File: src/rf_tx_crc_mode_config_pkg.sv
// constants and types for the general mode and transmit mode configuration block
// What the document requires
// CRC high bit order bit set: standalone CRC shifts data MSB first
// with MSB first, both CRC result bytes are shown bit reversed
// CRC bit order is ignored while RF communication runs
// wait-for-field set: transmitter starts only while an RF field exists
// envelope pin is active high when polarity bit is 1, else active low
// internal envelope is active low; polarity change raises envelope event
// standalone CRC preset: 00=0000h, 01=6363h, 10=A671h, 11=FFFFh
// during RF communication preset follows framing, preset field ignored
// transmit CRC enable set: CRC generated and appended to frames
// host clears transmit CRC enable only at 106 kBd
// speed field selects 106, 212, 424, 848 kBd; codes 100-111 reserved
// modulation invert bit set inverts modulation of transmitted data
// framing 00 is type A, 11 is type B; 01 and 10 reserved
// host never writes reserved codes or changes reserved bits; host model restores only the general mode reserved bits
`default_nettype none
package rf_tx_crc_mode_config_pkg;
    localparam logic [5:0]  GEN_MODE_ADDR   = 6'h11;
    localparam logic [5:0]  TX_MODE_ADDR    = 6'h12;
    localparam logic [7:0]  GEN_MODE_RESET  = 8'h3F;
    localparam logic [7:0]  TX_MODE_RESET   = 8'h00;
    localparam logic [7:0]  GEN_RSVD_MASK   = 8'h54;
    localparam logic [7:0]  TX_RSVD_MASK    = 8'h04;
    localparam int          CRC_ORDER_BIT   = 7;
    localparam int          WAIT_FIELD_BIT  = 5;
    localparam int          ENV_POL_BIT     = 3;
    localparam int          PRESET_LSB      = 0;
    localparam int          TX_CRC_BIT      = 7;
    localparam int          RATE_LSB        = 4;
    localparam int          INV_BIT         = 3;
    localparam int          FRAME_LSB       = 0;
    localparam logic [15:0] PRESET_0        = 16'h0000;
    localparam logic [15:0] PRESET_1        = 16'h6363;
    localparam logic [15:0] PRESET_2        = 16'hA671;
    localparam logic [15:0] PRESET_3        = 16'hFFFF;
    localparam logic [15:0] POLY_LSB_FIRST  = 16'h8408;
    localparam logic [15:0] POLY_MSB_FIRST  = 16'h1021;
    localparam int          CLK_NS          = 50;
    localparam int          BIT_106_NS      = 9440;
    localparam int          BIT_212_NS      = 4720;
    localparam int          BIT_424_NS      = 2360;
    localparam int          BIT_848_NS      = 1180;
    localparam logic [7:0]  BIT_106_CYC     = 8'(BIT_106_NS / CLK_NS);
    localparam logic [7:0]  BIT_212_CYC     = 8'(BIT_212_NS / CLK_NS);
    localparam logic [7:0]  BIT_424_CYC     = 8'(BIT_424_NS / CLK_NS);
    localparam logic [7:0]  BIT_848_CYC     = 8'(BIT_848_NS / CLK_NS);

    typedef enum logic [2:0] {
        RATE_106 = 3'h0,
        RATE_212 = 3'h1,
        RATE_424 = 3'h2,
        RATE_848 = 3'h3
    } bit_rate_t;

    typedef enum logic [1:0] {
        FRAME_A = 2'h0,
        FRAME_B = 2'h3
    } frame_t;

    typedef struct packed {
        logic       crc_high_bit_order;
        logic       transmit_wait_for_field;
        logic       envelope_input_polarity;
        logic [1:0] crc_init_select;
    } gen_settings_t;

    typedef struct packed {
        logic       transmit_crc_enable;
        logic [2:0] transmit_bit_rate;
        logic       modulation_invert;
        logic [1:0] transmit_frame_format;
    } tx_settings_t;
endpackage
`default_nettype wire

File: src/rf_tx_crc_mode_config.sv
// general mode and transmit mode registers with the CRC coprocessor they steer
`timescale 1ns/1ns
`default_nettype none
module rf_tx_crc_mode_config (
    // clock and reset
    input  wire  logic                                 clk,
    input  wire  logic                                 reset_n,
    // register access from host interface
    input  wire  logic [5:0]                           reg_addr,
    input  wire  logic [7:0]                           reg_wdata,
    input  wire  logic                                 reg_we,
    input  wire  logic                                 reg_re,
    output var   logic [7:0]                           reg_rdata,
    // settings seen by the rest of the device
    output var   rf_tx_crc_mode_config_pkg::gen_settings_t gen_settings,
    output var   rf_tx_crc_mode_config_pkg::tx_settings_t  tx_settings,
    output var   logic                                 tx_code_reserved,
    // rf state from the transceiver
    input  wire  logic                                 rf_active,
    input  wire  logic                                 tx_active,
    input  wire  logic [1:0]                           receive_frame_format,
    input  wire  logic                                 rf_field_on,
    // transmitter start and data path
    input  wire  logic                                 tx_start_req,
    output logic                                       tx_start_grant,
    output var   logic                                 tx_bit_tick,
    input  wire  logic                                 tx_data_mod,
    output var   logic                                 tx_mod_out,
    // envelope pin
    input  wire  logic                                 envelope_input_pin,
    output var   logic                                 envelope_n,
    output var   logic                                 envelope_input_active_event,
    // crc coprocessor
    input  wire  logic                                 crc_compute_command,
    input  wire  logic [7:0]                           crc_data,
    input  wire  logic                                 crc_data_valid,
    output logic                                       crc_ready,
    output var   logic [7:0]                           crc_result_high,
    output var   logic [7:0]                           crc_result_low
);
    import rf_tx_crc_mode_config_pkg::*;

    typedef enum logic {CRC_IDLE, CRC_RUN} crc_state_t;

    gen_settings_t gen_q, gen_d;
    tx_settings_t  tx_q, tx_d;
    logic [7:0]    rdata_q, rdata_d;
    logic          pin_s1_q, pin_s2_q;
    logic          env_n_q, env_n_d;
    logic          env_evt_q, env_evt_d;
    logic [7:0]    tick_cnt_q, tick_cnt_d;
    logic          tick_q, tick_d;
    logic          mod_q, mod_d;
    logic [2:0]    rate_eff;
    logic [7:0]    bit_cycles;
    crc_state_t    crc_st_q, crc_st_d;
    logic [15:0]   crc_q, crc_d;
    logic [7:0]    byte_q, byte_d;
    logic [2:0]    bitcnt_q, bitcnt_d;
    logic          order_q, order_d;
    logic [15:0]   preset;
    logic [1:0]    frame_now;
    logic          in_bit, fb;
    logic [7:0]    gen_rd, tx_rd;
    logic [7:0]    rev_hi, rev_lo;
    logic [1:0]    alive_q;

    // register write, readback
    always_comb begin
        gen_d   = gen_q;
        tx_d    = tx_q;
        rdata_d = rdata_q;
        gen_rd  = GEN_MODE_RESET & GEN_RSVD_MASK;
        gen_rd[CRC_ORDER_BIT]  = gen_q.crc_high_bit_order;
        gen_rd[WAIT_FIELD_BIT] = gen_q.transmit_wait_for_field;
        gen_rd[ENV_POL_BIT]    = gen_q.envelope_input_polarity;
        gen_rd[PRESET_LSB+:2]  = gen_q.crc_init_select;
        tx_rd   = 8'h00;
        tx_rd[TX_CRC_BIT]      = tx_q.transmit_crc_enable;
        tx_rd[RATE_LSB+:3]     = tx_q.transmit_bit_rate;
        tx_rd[INV_BIT]         = tx_q.modulation_invert;
        tx_rd[FRAME_LSB+:2]    = tx_q.transmit_frame_format;
        if (reg_we && reg_addr == GEN_MODE_ADDR) begin
            gen_d.crc_high_bit_order      = reg_wdata[CRC_ORDER_BIT];
            gen_d.transmit_wait_for_field = reg_wdata[WAIT_FIELD_BIT];
            gen_d.envelope_input_polarity = reg_wdata[ENV_POL_BIT];
            gen_d.crc_init_select         = reg_wdata[PRESET_LSB+:2];
        end else if (reg_we && reg_addr == TX_MODE_ADDR) begin
            tx_d.transmit_crc_enable   = reg_wdata[TX_CRC_BIT];
            tx_d.transmit_bit_rate     = reg_wdata[RATE_LSB+:3];
            tx_d.modulation_invert     = reg_wdata[INV_BIT];
            tx_d.transmit_frame_format = reg_wdata[FRAME_LSB+:2];
        end
        if (reg_re) begin
            if (reg_addr == GEN_MODE_ADDR) begin
                rdata_d = gen_rd;
            end else if (reg_addr == TX_MODE_ADDR) begin
                rdata_d = tx_rd;
            end else begin
                rdata_d = 8'h00;
            end
        end
    end

    always_ff @(posedge clk or negedge reset_n) begin
        if (!reset_n) begin
            gen_q   <= gen_settings_t'({GEN_MODE_RESET[7], GEN_MODE_RESET[5],
                                        GEN_MODE_RESET[3], GEN_MODE_RESET[1:0]});
            tx_q    <= tx_settings_t'({TX_MODE_RESET[7:3], TX_MODE_RESET[1:0]});
            rdata_q <= 8'h00;
        end else begin
            gen_q   <= gen_d;
            tx_q    <= tx_d;
            rdata_q <= rdata_d;
        end
    end

    assign reg_rdata    = rdata_q;
    assign gen_settings = gen_q;
    assign tx_settings  = tx_q; // see R9
    assign tx_code_reserved = (tx_q.transmit_bit_rate > 3'(RATE_848))
        || (tx_q.transmit_frame_format != FRAME_A && tx_q.transmit_frame_format != FRAME_B);

    // start only with field present when asked to wait
    assign tx_start_grant = tx_start_req
        && (!gen_q.transmit_wait_for_field || rf_field_on);

    // envelope pin: sync, fold polarity into active-low form
    always_comb begin
        env_n_d   = gen_q.envelope_input_polarity ? ~pin_s2_q : pin_s2_q; // see R5
        env_evt_d = reg_we && reg_addr == GEN_MODE_ADDR
            && reg_wdata[ENV_POL_BIT] != gen_q.envelope_input_polarity;
    end

    always_ff @(posedge clk or negedge reset_n) begin
        if (!reset_n) begin
            pin_s1_q  <= 1'b0;
            pin_s2_q  <= 1'b0;
            env_n_q   <= 1'b1;
            env_evt_q <= 1'b0;
        end else begin
            pin_s1_q  <= envelope_input_pin;
            pin_s2_q  <= pin_s1_q;
            env_n_q   <= env_n_d;
            env_evt_q <= env_evt_d;
        end
    end

    assign envelope_n                  = env_n_q;
    assign envelope_input_active_event = env_evt_q;

    // bit-rate enable and modulation polarity
    always_comb begin
        rate_eff = tx_q.transmit_bit_rate;
        case (rate_eff)
            RATE_212: bit_cycles = BIT_212_CYC;
            RATE_424: bit_cycles = BIT_424_CYC;
            RATE_848: bit_cycles = BIT_848_CYC;
            default:  bit_cycles = BIT_106_CYC;
        endcase
        tick_d     = 1'b0;
        tick_cnt_d = tick_cnt_q;
        if (!tx_active) begin
            tick_cnt_d = bit_cycles - 8'h01;
        end else if (tick_cnt_q == 8'h00) begin
            tick_d     = 1'b1;
            tick_cnt_d = bit_cycles - 8'h01;
        end else begin
            tick_cnt_d = tick_cnt_q - 8'h01;
        end
        mod_d = tx_data_mod ^ tx_q.modulation_invert;
    end

    always_ff @(posedge clk or negedge reset_n) begin
        if (!reset_n) begin
            tick_cnt_q <= 8'h00;
            tick_q     <= 1'b0;
            mod_q      <= 1'b0;
        end else begin
            tick_cnt_q <= tick_cnt_d;
            tick_q     <= tick_d;
            mod_q      <= mod_d;
        end
    end

    assign tx_bit_tick = tick_q;
    assign tx_mod_out  = mod_q;

    // crc coprocessor: one bit per clock
    always_comb begin
        frame_now = tx_active ? tx_q.transmit_frame_format : receive_frame_format;
        if (rf_active) begin
            preset = (frame_now == FRAME_B) ? PRESET_3 : PRESET_1;
        end else begin
            case (gen_q.crc_init_select)
                2'h0:    preset = PRESET_0;
                2'h1:    preset = PRESET_1;
                2'h2:    preset = PRESET_2;
                default: preset = PRESET_3;
            endcase
        end
        in_bit   = order_q ? byte_q[7] : byte_q[0];
        fb       = order_q ? (crc_q[15] ^ in_bit) : (crc_q[0] ^ in_bit);
        crc_st_d = crc_st_q;
        crc_d    = crc_q;
        byte_d   = byte_q;
        bitcnt_d = bitcnt_q;
        order_d  = order_q;
        case (crc_st_q)
            CRC_IDLE: begin
                if (crc_compute_command) begin
                    crc_d   = preset;
                    order_d = gen_q.crc_high_bit_order && !rf_active;
                end else if (crc_data_valid) begin
                    byte_d   = crc_data;
                    bitcnt_d = 3'h0;
                    crc_st_d = CRC_RUN;
                end
            end
            default: begin
                if (order_q) begin
                    crc_d  = {crc_q[14:0], 1'b0} ^ (fb ? POLY_MSB_FIRST : 16'h0000);
                    byte_d = {byte_q[6:0], 1'b0};
                end else begin
                    crc_d  = {1'b0, crc_q[15:1]} ^ (fb ? POLY_LSB_FIRST : 16'h0000);
                    byte_d = {1'b0, byte_q[7:1]};
                end
                bitcnt_d = bitcnt_q + 3'h1;
                if (bitcnt_q == 3'h7) begin
                    crc_st_d = CRC_IDLE;
                end
            end
        endcase
    end

    always_ff @(posedge clk or negedge reset_n) begin
        if (!reset_n) begin
            crc_st_q <= CRC_IDLE;
            crc_q    <= 16'h0000;
            byte_q   <= 8'h00;
            bitcnt_q <= 3'h0;
            order_q  <= 1'b0;
            alive_q  <= 2'h0;
        end else begin
            crc_st_q <= crc_st_d;
            crc_q    <= crc_d;
            byte_q   <= byte_d;
            bitcnt_q <= bitcnt_d;
            order_q  <= order_d;
            alive_q  <= (alive_q == 2'h3) ? alive_q : alive_q + 2'h1;
        end
    end

    for (genvar i = 0; i < 8; i++) begin : g_rev
        assign rev_hi[i] = crc_q[15-i];
        assign rev_lo[i] = crc_q[7-i];
    end

    assign crc_ready       = crc_st_q == CRC_IDLE;
    assign crc_result_high = order_q ? rev_hi : crc_q[15:8];
    assign crc_result_low  = order_q ? rev_lo : crc_q[7:0];
endmodule // rf_tx_crc_mode_config
`default_nettype wire

File: config.mk
export PLATFORM = sky130hd
export DESIGN_NAME = rf_tx_crc_mode_config
export DESIGN_NICKNAME = d
export VERILOG_FILES = /design/src/rf_tx_crc_mode_config_pkg.sv /design/src/rf_tx_crc_mode_config.sv
export SDC_FILE = /design/constraint.sdc
export NUM_CORES = 1
export LEC_CHECK = 0
export BUFFER_PORTS_ARGS = -buffer_cell sky130_fd_sc_hd__buf_2
export CORE_MARGIN = 8
export CORE_UTILIZATION = 45
export CTS_BUF_LIST = sky130_fd_sc_hd__clkbuf_8
export CTS_CLUSTER_SIZE = 20
export DETAILED_ROUTE_END_ITERATION = 10
export PLACE_DENSITY = 0.75
export SYNTH_ARGS = -nofsm -noshare
export SYNTH_HDL_FRONTEND = slang
export SYNTH_SLANG_ARGS = --single-unit
export TNS_END_PERCENT = 20
File: constraint.sdc
create_clock -name clk -period 1.8 [get_ports clk]
set_input_delay 0.18 -clock clk [delete_from_list [all_inputs] [get_ports clk]]
set_output_delay 0.18 -clock clk [all_outputs]
set_load 0.01 [all_outputs]
# After elaboration in Yosys (flattened, before gate mapping)
# Index checks and enable logic that the tools add are counted.
# W data, S select, Z words.
# word_totals
out_inout_bits	43
in_bits	36
ff_bits	63
# op_classes
mux	32
eq_ne	12
n_addsub	3
bitwise_logic	8
n_lt_le_gt_ge	1
n_reduce_logical	18
# ops
op	count
$mux W16	6
$mux W8	10
$pmux W16 S3	1
$pmux W8 S3	1
$sub A8 B1 Y8 const B	2
$xor A15 B16 Y16	1
$xor A16 B13 Y16	1
$mux W13	1
$eq A6 B5 Y1 const B	2
$mux W1	9
$mux W3	3
$logic_not A8 Y1	1
$eq A3 B2 Y1 const B	2
$logic_and A1 B1 Y1	6
$reduce_and A2 Y1	3
$reduce_bool A2 Y1	3
$eq A2 B2 Y1 const B	2
$add A3 B1 Y3 const B	1
$eq A3 B1 Y1 const B	1
$eq A3 B3 Y1 const B	1
$gt A3 B2 Y1 const B	1
$not A1 Y1	3
$xor A1 B1 Y1	3
$eq A2 B1 Y1 const B	1
7 further kinds	9

# Logic depth before layout (Yosys ltp)
# Gate-level depths: netlist of run 1.
# logic_depth
word_depth	7
mapped_depth	6
depth_no_buf	5

# Worst setup path before layout of run 1
# Ideal clock, no wire load.
# synth_timing
path_type	register -> register
startpoint	reg tick_cnt_q[0]
endpoint	reg tick_cnt_q[1]
arrival_ps	1708
path_slack_ps	-33
n_path_buf	1
setup_ps	125
t_required_ps	1675
stages_incl_launch_ff	7
synth_period_minus_slack_ps	1833
path_cell_list	dfrtp_1 > inv_1 > ha_1 > or3b_2 > buf_2 > o21ai_4 > mux2_4
# synth_via
elab_chain_cells	3
elab_cells_between_ends	4
classes_between	add/sub: 1; mux: 2; reduce/logical: 1
# synth_rtl
item	line	rtl
from (decl)	rf_tx_crc_mode_config.sv:51	logic [7:0] tick_cnt_q, tick_cnt_d;
from (signal assigned)	rf_tx_crc_mode_config.sv:180	tick_cnt_q <= tick_cnt_d;
$sub A8 B1 Y8 / $logic_not A8 Y1 (equally long branches)	rf_tx_crc_mode_config.sv:169, rf_tx_crc_mode_config.sv:165	
$mux W8 *	rf_tx_crc_mode_config.sv:165	end else if (tick_cnt_q == 8'h00) begin
$mux W8 *	rf_tx_crc_mode_config.sv:163	if (!tx_active) begin
net tick_cnt_d[1]	rf_tx_crc_mode_config.sv:51	
# Mark *: on every way through the listed nets, which the timed path passes. The rest lies on a longest branch.
# A chain may end at the register's enable or synchronous reset.

# Worst setup path after layout of run 1
# layout_timing
startpoint	reg tick_cnt_q[0]
endpoint	reg tick_cnt_q[3]
# Same word-level chain as after synthesis.

==> results of run 1 <==
==> report_power, final <==
part	internal, mW	total [mW]	switching, mW
Sequential	1.87	2.32	0.451
Combinational	1.28	2.51	1.23
Clock	0.660	1.20	0.544
==> critical path: stages, from the launching register on <==
cell,delay [ns]
dfrtp_1,0.39
inv_1,0.09
ha_1,0.15
or3b_4,0.42
o21ai_4,0.22
mux2_4,0.32
==> synth_stat cells (2+ instances only) <==
cell type / instances / area share, %
and3_1: 3 / 0.55
inv_1: 18 / 2.0
nor2_1: 18 / 2.0
and4_1: 2 / 0.51
or3b_2: 2 / 0.51
nor2b_1: 10 / 1.8
mux2i_1: 16 / 4.7
o221ai_1: 3 / 0.77
o22ai_1: 5 / 0.92
nand3b_1: 2 / 0.44
a21oi_1: 16 / 2.3
nand2b_1: 8 / 1.5
xnor2_1: 6 / 1.5
ha_1: 4 / 1.5
clkbuf_1: 17 / 1.9
and3b_1: 3 / 0.77
mux2_4: 2 / 0.88
dfrtp_1: 58 / 43
dfstp_2: 5 / 3.8
xor2_1: 3 / 0.77
nor3b_1: 4 / 0.88
o21a_1: 3 / 0.66
a31oi_1: 5 / 0.92
nand2_1: 18 / 2.0
o311ai_0: 3 / 0.77
mux2_2: 30 / 9.9
a2bb2oi_1: 2 / 0.51
a22o_1: 3 / 0.77
o21ai_0: 18 / 2.6
buf_2: 5 / 0.73
nand3_1: 17 / 2.5
nor3_1: 3 / 0.44
==> routing by layer <==
layer  global-route usage [%]  part of all wire, %
met1                    19.93                   43
met2                    25.81                   48
met3                    3.444                  6.4
met4                    9.455                  2.0
met5                        0                    0
==> placed cells by master, fill, tap and decap left out, types with 3 or more instances in the layout <==
cell,instances
and3_1,3
clkbuf_8,10
mux2_2,30
a31oi_1,5
nor2b_1,10
ha_1,4
xor2_1,3
nor3_1,3
dfrtp_1,58
o21a_1,3
nor3b_1,4
mux2i_1,16
and3b_1,3
o221ai_1,3
o22ai_1,5
nor2_1,18
dfstp_2,5
nand2b_1,8
inv_1,21
buf_2,77
a21oi_1,16
buf_4,13
nand3_1,17
o21ai_0,18
xnor2_1,6
a22o_1,3
nand2_1,18
o311ai_0,3
==> layout make-up <==
class	instances	area (sq um)
inverters	18	67.56
well taps	99	123.9
multi-input cells	229	1677
clock inverters	6	53.80
repair buffers	94	543.0
flip-flops and latches	63	1583
clock buffers	10	137.6
fillers	667	3107
==> sequential cells by signal, summed over array words and instances (netlist names) <==
signal and flops:
bitcnt_q 3, byte_q 8, crc_q 16, crc_st_q 1, envelope_input_active_event 1, envelope_n 1
gen_settings 5, order_q 1, pin_s1_q 1, pin_s2_q 1, rate_eff 3, reg_rdata 8
tick_cnt_q 8, tx_bit_tick 1, tx_mod_out 1, tx_settings 4
==> kinds of logic after synthesis <==
logic type | synth area share [%]
AND/OR/NAND/NOR | 16.31
AO/OA/AOI/OAI | 13.49
flip-flops | 46.37
multiplexers | 15.47
buffers and inverters | 4.582
XOR/XNOR | 2.310
adder cells (fa/ha/maj) | 1.466
==> worst paths after layout <==
path / endpoint / cells after the start / slack (ns) / from
max: tick_cnt_q[3] / 5 / 0.11 / tick_cnt_q[0]
min: tx_mod_out / 2 / 0.01 / tx_data_mod
max reg2reg: tick_cnt_q[3] / 5 / 0.11 / tick_cnt_q[0]
min reg2reg: pin_s2_q / 0 / 0.36 / pin_s1_q
max in group asynchronous: gen_settings[2] / 3 / 1.11 / reset_n
min in group asynchronous: reg_rdata[1] / 3 / 0.37 / reset_n
==> repair_timing <==
item                                    4_1_cts  5_1_grt
setup buffers                                 0        1
hold endpoints to repair                     59        0
hold buffers                                  2        0
endpoints found under the setup margin        0        5
==> flow_summary.json, run 1 <==
{
  "status": "completed",
  "setup_slack_ns": 0.1075,
  "synth_area_per_cell_sq_um": 10.28,
  "io_buffer_count": 77,
  "synth_edf_count": 0,
  "vias": 2768,
  "dp_hpwl_mm": 5.961,
  "synth_area_sq_um": 3413,
  "start_util_pct": 46.81,
  "clk_pin_slew_ns": 0.06,
  "cp-end-kind": "register",
  "final_hold_viol_count": 0,
  "cts_sinks": 63,
  "arrival_ns": 1.92,
  "cts_max_level": 3,
  "skew_ns": 0.008156,
  "drtIter0Drc": 92,
  "fp.dieH_um": 103.1,
  "fmax_mhz": 590.9,
  "slew_headroom_pct": 62.97,
  "viasPerCell": 5.333,
  "drt_wl_total_mm": 8.246,
  "rows": 31,
  "synthFlopType": "dfrtp_1",
  "grt_pass1_vias": 2715,
  "post_drt_wl_per_cell_um": 15.89,
  "min_path_type": "input port to register",
  "drc": 0,
  "instances_no_fill": 519,
  "max_cap_viol_count": 0,
  "final_util_pct": 57.40,
  "antenna_left": 0,
  "critical_path_required_ns": 2.03,
  "pin_count": 79,
  "grt_max_degree": 64,
  "pre_cts_slack_ns": 0.07151,
  "die_w_um": 103.1,
  "p_leak_nw": 1.941,
  "dr.pass1.iters": 4,
  "synthArstFlopShare_pct": 100.0,
  "antenna_found_initial": 0,
  "dp.cells": 500,
  "postSynthCellCount": 332,
  "cts_tree": "yes",
  "dieArea_sq_um": 10630,
  "final_area_sq_um": 4185,
  "setup_violations": 0,
  "syn_to_final_growth_pct": 22.62,
  "period_minus_slack_ns": 1.692,
  "yosysUniqueCellTypes": 52,
  "core_sq_um": 7292,
  "drv_slew": 0,
  "track_usage_pct": 16.24,
  "drive_gt1_share_pct": 35.71,
  "total_power_mw": 6.031,
  "post_dp_cell_area_sq_um": 3966,
  "ys_seq_area_share_pct": 46.37,
  "clockRootBuffer": "clkbuf_8",
  "diodes": 0,
  "cts_resized": 0,
  "tightest_slew_ns": 0.5512,
  "fin_crit_sh_pct": 94.03,
  "cts_inserted_buffers": 9,
  "hold_ws_ns": 0.01496,
  "worstSetupPathType": "register to register",
  "yosys_warnings": 0,
  "grt_pass1_wl_mm": 13.24,
  "ys_ff_latch": 63,
  "tns_ns": 0,
  "cts_max_path_buffers": 2,
  "gp_congestion": 0.7613,
  "worstPathMaxFanout": 5,
  "cp-start-kind": "register",
  "clkLatencyLatePin_ns": 0.35,
  "overflow": 0,
  "final_nets": 455,
  "power_density_nw_per_um2": 1441,
  "ir_drop_mv": 0.5012,
  "syn-num-nets": 372
}
Note: power is estimated with default switching activity, not from simulation.
==> run 2, diff against run 1 <==
--- a/config.mk
+++ b/config.mk
@@ -6,6 +6,7 @@
 export NUM_CORES = 1
 export LEC_CHECK = 0
 export BUFFER_PORTS_ARGS = -buffer_cell sky130_fd_sc_hd__buf_2
+export CORE_ASPECT_RATIO = 1.5
 export CORE_MARGIN = 8
 export CORE_UTILIZATION = 45
 export CTS_BUF_LIST = sky130_fd_sc_hd__clkbuf_8
==> run 2 against run 1 <==
  * Core utilization shrank 0.21 points
  * Setup slack got worse by 0.019 ns
  * Clock power rose by 5%
  * Power increased by 1.2%
  * Maximum frequency is 1.1% lower
  * Via count up 4.0%
  * Non-clock buffer count rose by 6
  * Combinational power hardly changed
  * Sequential power barely moved
  * Global-route usage grew 0.70 points
  * Cell area increased by 2.0%
  * Count of clock-buffer cells in the layout unchanged
  * Critical path type unchanged
  * Largest cell class unchanged
  * Highest routed layer unchanged
==> flow_summary.json, run 2 (synthesis results as in run 1) <==
{
  "cp-end-kind": "register",
  "gp_congestion": 0.8174,
  "tightest_slew_ns": 0.5730,
  "core_sq_um": 7466,
  "slew_headroom_pct": 61.80,
  "p_leak_nw": 1.964,
  "ir_drop_mv": 0.9428,
  "dieArea_sq_um": 10690,
  "drive_gt1_share_pct": 37.09,
  "vias": 2879,
  "cts_sinks": 63,
  "setup_violations": 0,
  "viasPerCell": 5.453,
  "fp.dieH_um": 122.7,
  "final_nets": 461,
  "skew_ns": 0.007043,
  "tns_ns": 0,
  "rows": 39,
  "drc": 0,
  "reg2reg_slack_ns": 0.09,
  "cts_inserted_buffers": 9,
  "drtIter0Drc": 185,
  "io_buffer_count": 77,
  "start_util_pct": 45.72,
  "path_cells": "inv_1, ha_1, or3b_4, o21ai_4, mux2_4",
  "die_w_um": 87.11,
  "dr.pass1.iters": 5,
  "post_drt_wl_per_cell_um": 16.07,
  "antenna_left": 0,
  "clkLatencyLatePin_ns": 0.34,
  "clockRootBuffer": "clkbuf_8",
  "final_cell_mix": "buf_2, dfrtp_1, mux2_2",
  "worstSetupPathType": "register to register",
  "path_buf_inv": 1,
  "clk_pin_slew_ns": 0.07,
  "cts_tree": "yes",
  "hold_ws_ns": 0.07216,
  "cts_max_path_buffers": 2,
  "diodes": 0,
  "pre_cts_slack_ns": 0.03437,
  "largest_reg_flops": 16,
  "period_minus_slack_ns": 1.712,
  "grt_pass1_wl_mm": 14.09,
  "cp-start-kind": "register",
  "overflow": 0,
  "grt_max_degree": 53,
  "max_stage_delay_ns": 0.42,
  "setup_slack_ns": 0.08841,
  "fin_crit_sh_pct": 95.09,
  "pin_count": 79,
  "dp_hpwl_mm": 6.303,
  "cts_max_level": 3,
  "final_area_sq_um": 4269,
  "fmax_mhz": 584.3,
  "power_density_nw_per_um2": 1430,
  "crit_slowest_cell": "or3b_4",
  "post_dp_cell_area_sq_um": 4005,
  "layout_commonest_cell": "buf_2",
  "cp_top_family": "simple AND/OR/NAND/NOR gates",
  "drt_wl_total_mm": 8.483,
  "worstPathMaxFanout": 5,
  "final_hold_viol_count": 0,
  "track_usage_pct": 16.95,
  "final_util_pct": 57.18,
  "rsz0062_at_grt": "false",
  "antenna_found_initial": 0,
  "grt_pass1_vias": 3018,
  "status": "completed",
  "syn_to_final_growth_pct": 25.07,
  "max_cap_viol_count": 0,
  "arrival_ns": 1.93,
  "critical_path_required_ns": 2.02,
  "min_path_type": "input port to register",
  "largest_register": "crc_q",
  "drv_slew": 0
}
## run 2: changes by cell type in the layout (fill, tap and decap cells not counted)
cell	before	now
clkinv_4	0	2
buf_6	0	1
inv_1	21	18
buf_4	13	16
buf_12	2	3
clkinv_2	1	0
dlygate4sd3_1	2	3
clkinvlp_4	1	3
## run 2: through the flow
stage / power [mW] / instances
finish: 6.104 / 528
global route: 6.526 / 528
CTS: 6.152 / 525
detailed placement: 4.882 / 506
global placement: 4.793 / 506
floorplan: 4.046 / 332
## run 2: layout make-up
type,count,area [sq um]
multi-input cells,229,1677
repair buffers,100,606.8
inverters,18,67.56
flip-flops and latches,63,1583
clock buffers,10,137.6
clock inverters,6,70.07
fillers,628,3197
well taps,102,127.6
## run 2: power by group
group,leakage [nW],switching (mW),internal [mW]
combinational,1.11,1.22,1.30
clock,0.0947,0.575,0.681
sequential,0.757,0.466,1.87
## run 2: worst paths after layout
| kind | cells after the start | endpoint | from |
|---|---|---|---|
| max | 5 | tick_cnt_q[3] | tick_cnt_q[1] |
| min | 2 | rate_eff[0] | reg_wdata[4] |
| max reg2reg | 5 | tick_cnt_q[3] | tick_cnt_q[1] |
| min reg2reg | 0 | pin_s2_q | pin_s1_q |
| max in group asynchronous | 3 | gen_settings[1] | reset_n |
| min in group asynchronous | 2 | tx_settings[2] | reset_n |
## run 2: repair_timing
action	CTS	global route
gates resized for setup	0	1
endpoints found under the hold margin	22	0
buffers inserted	0	3
endpoints found under the setup margin	0	4
hold buffers	3	0
## run 2: metal layers
metal  global-route usage [%]  vias up  routed length [um]
met2                    28.52      111                4276
met4                    9.946        0                 300
met3                    5.094       22                 551
li1                         -     1363                   -
met1                    18.41     1383                3355
met5                        0        -                   0
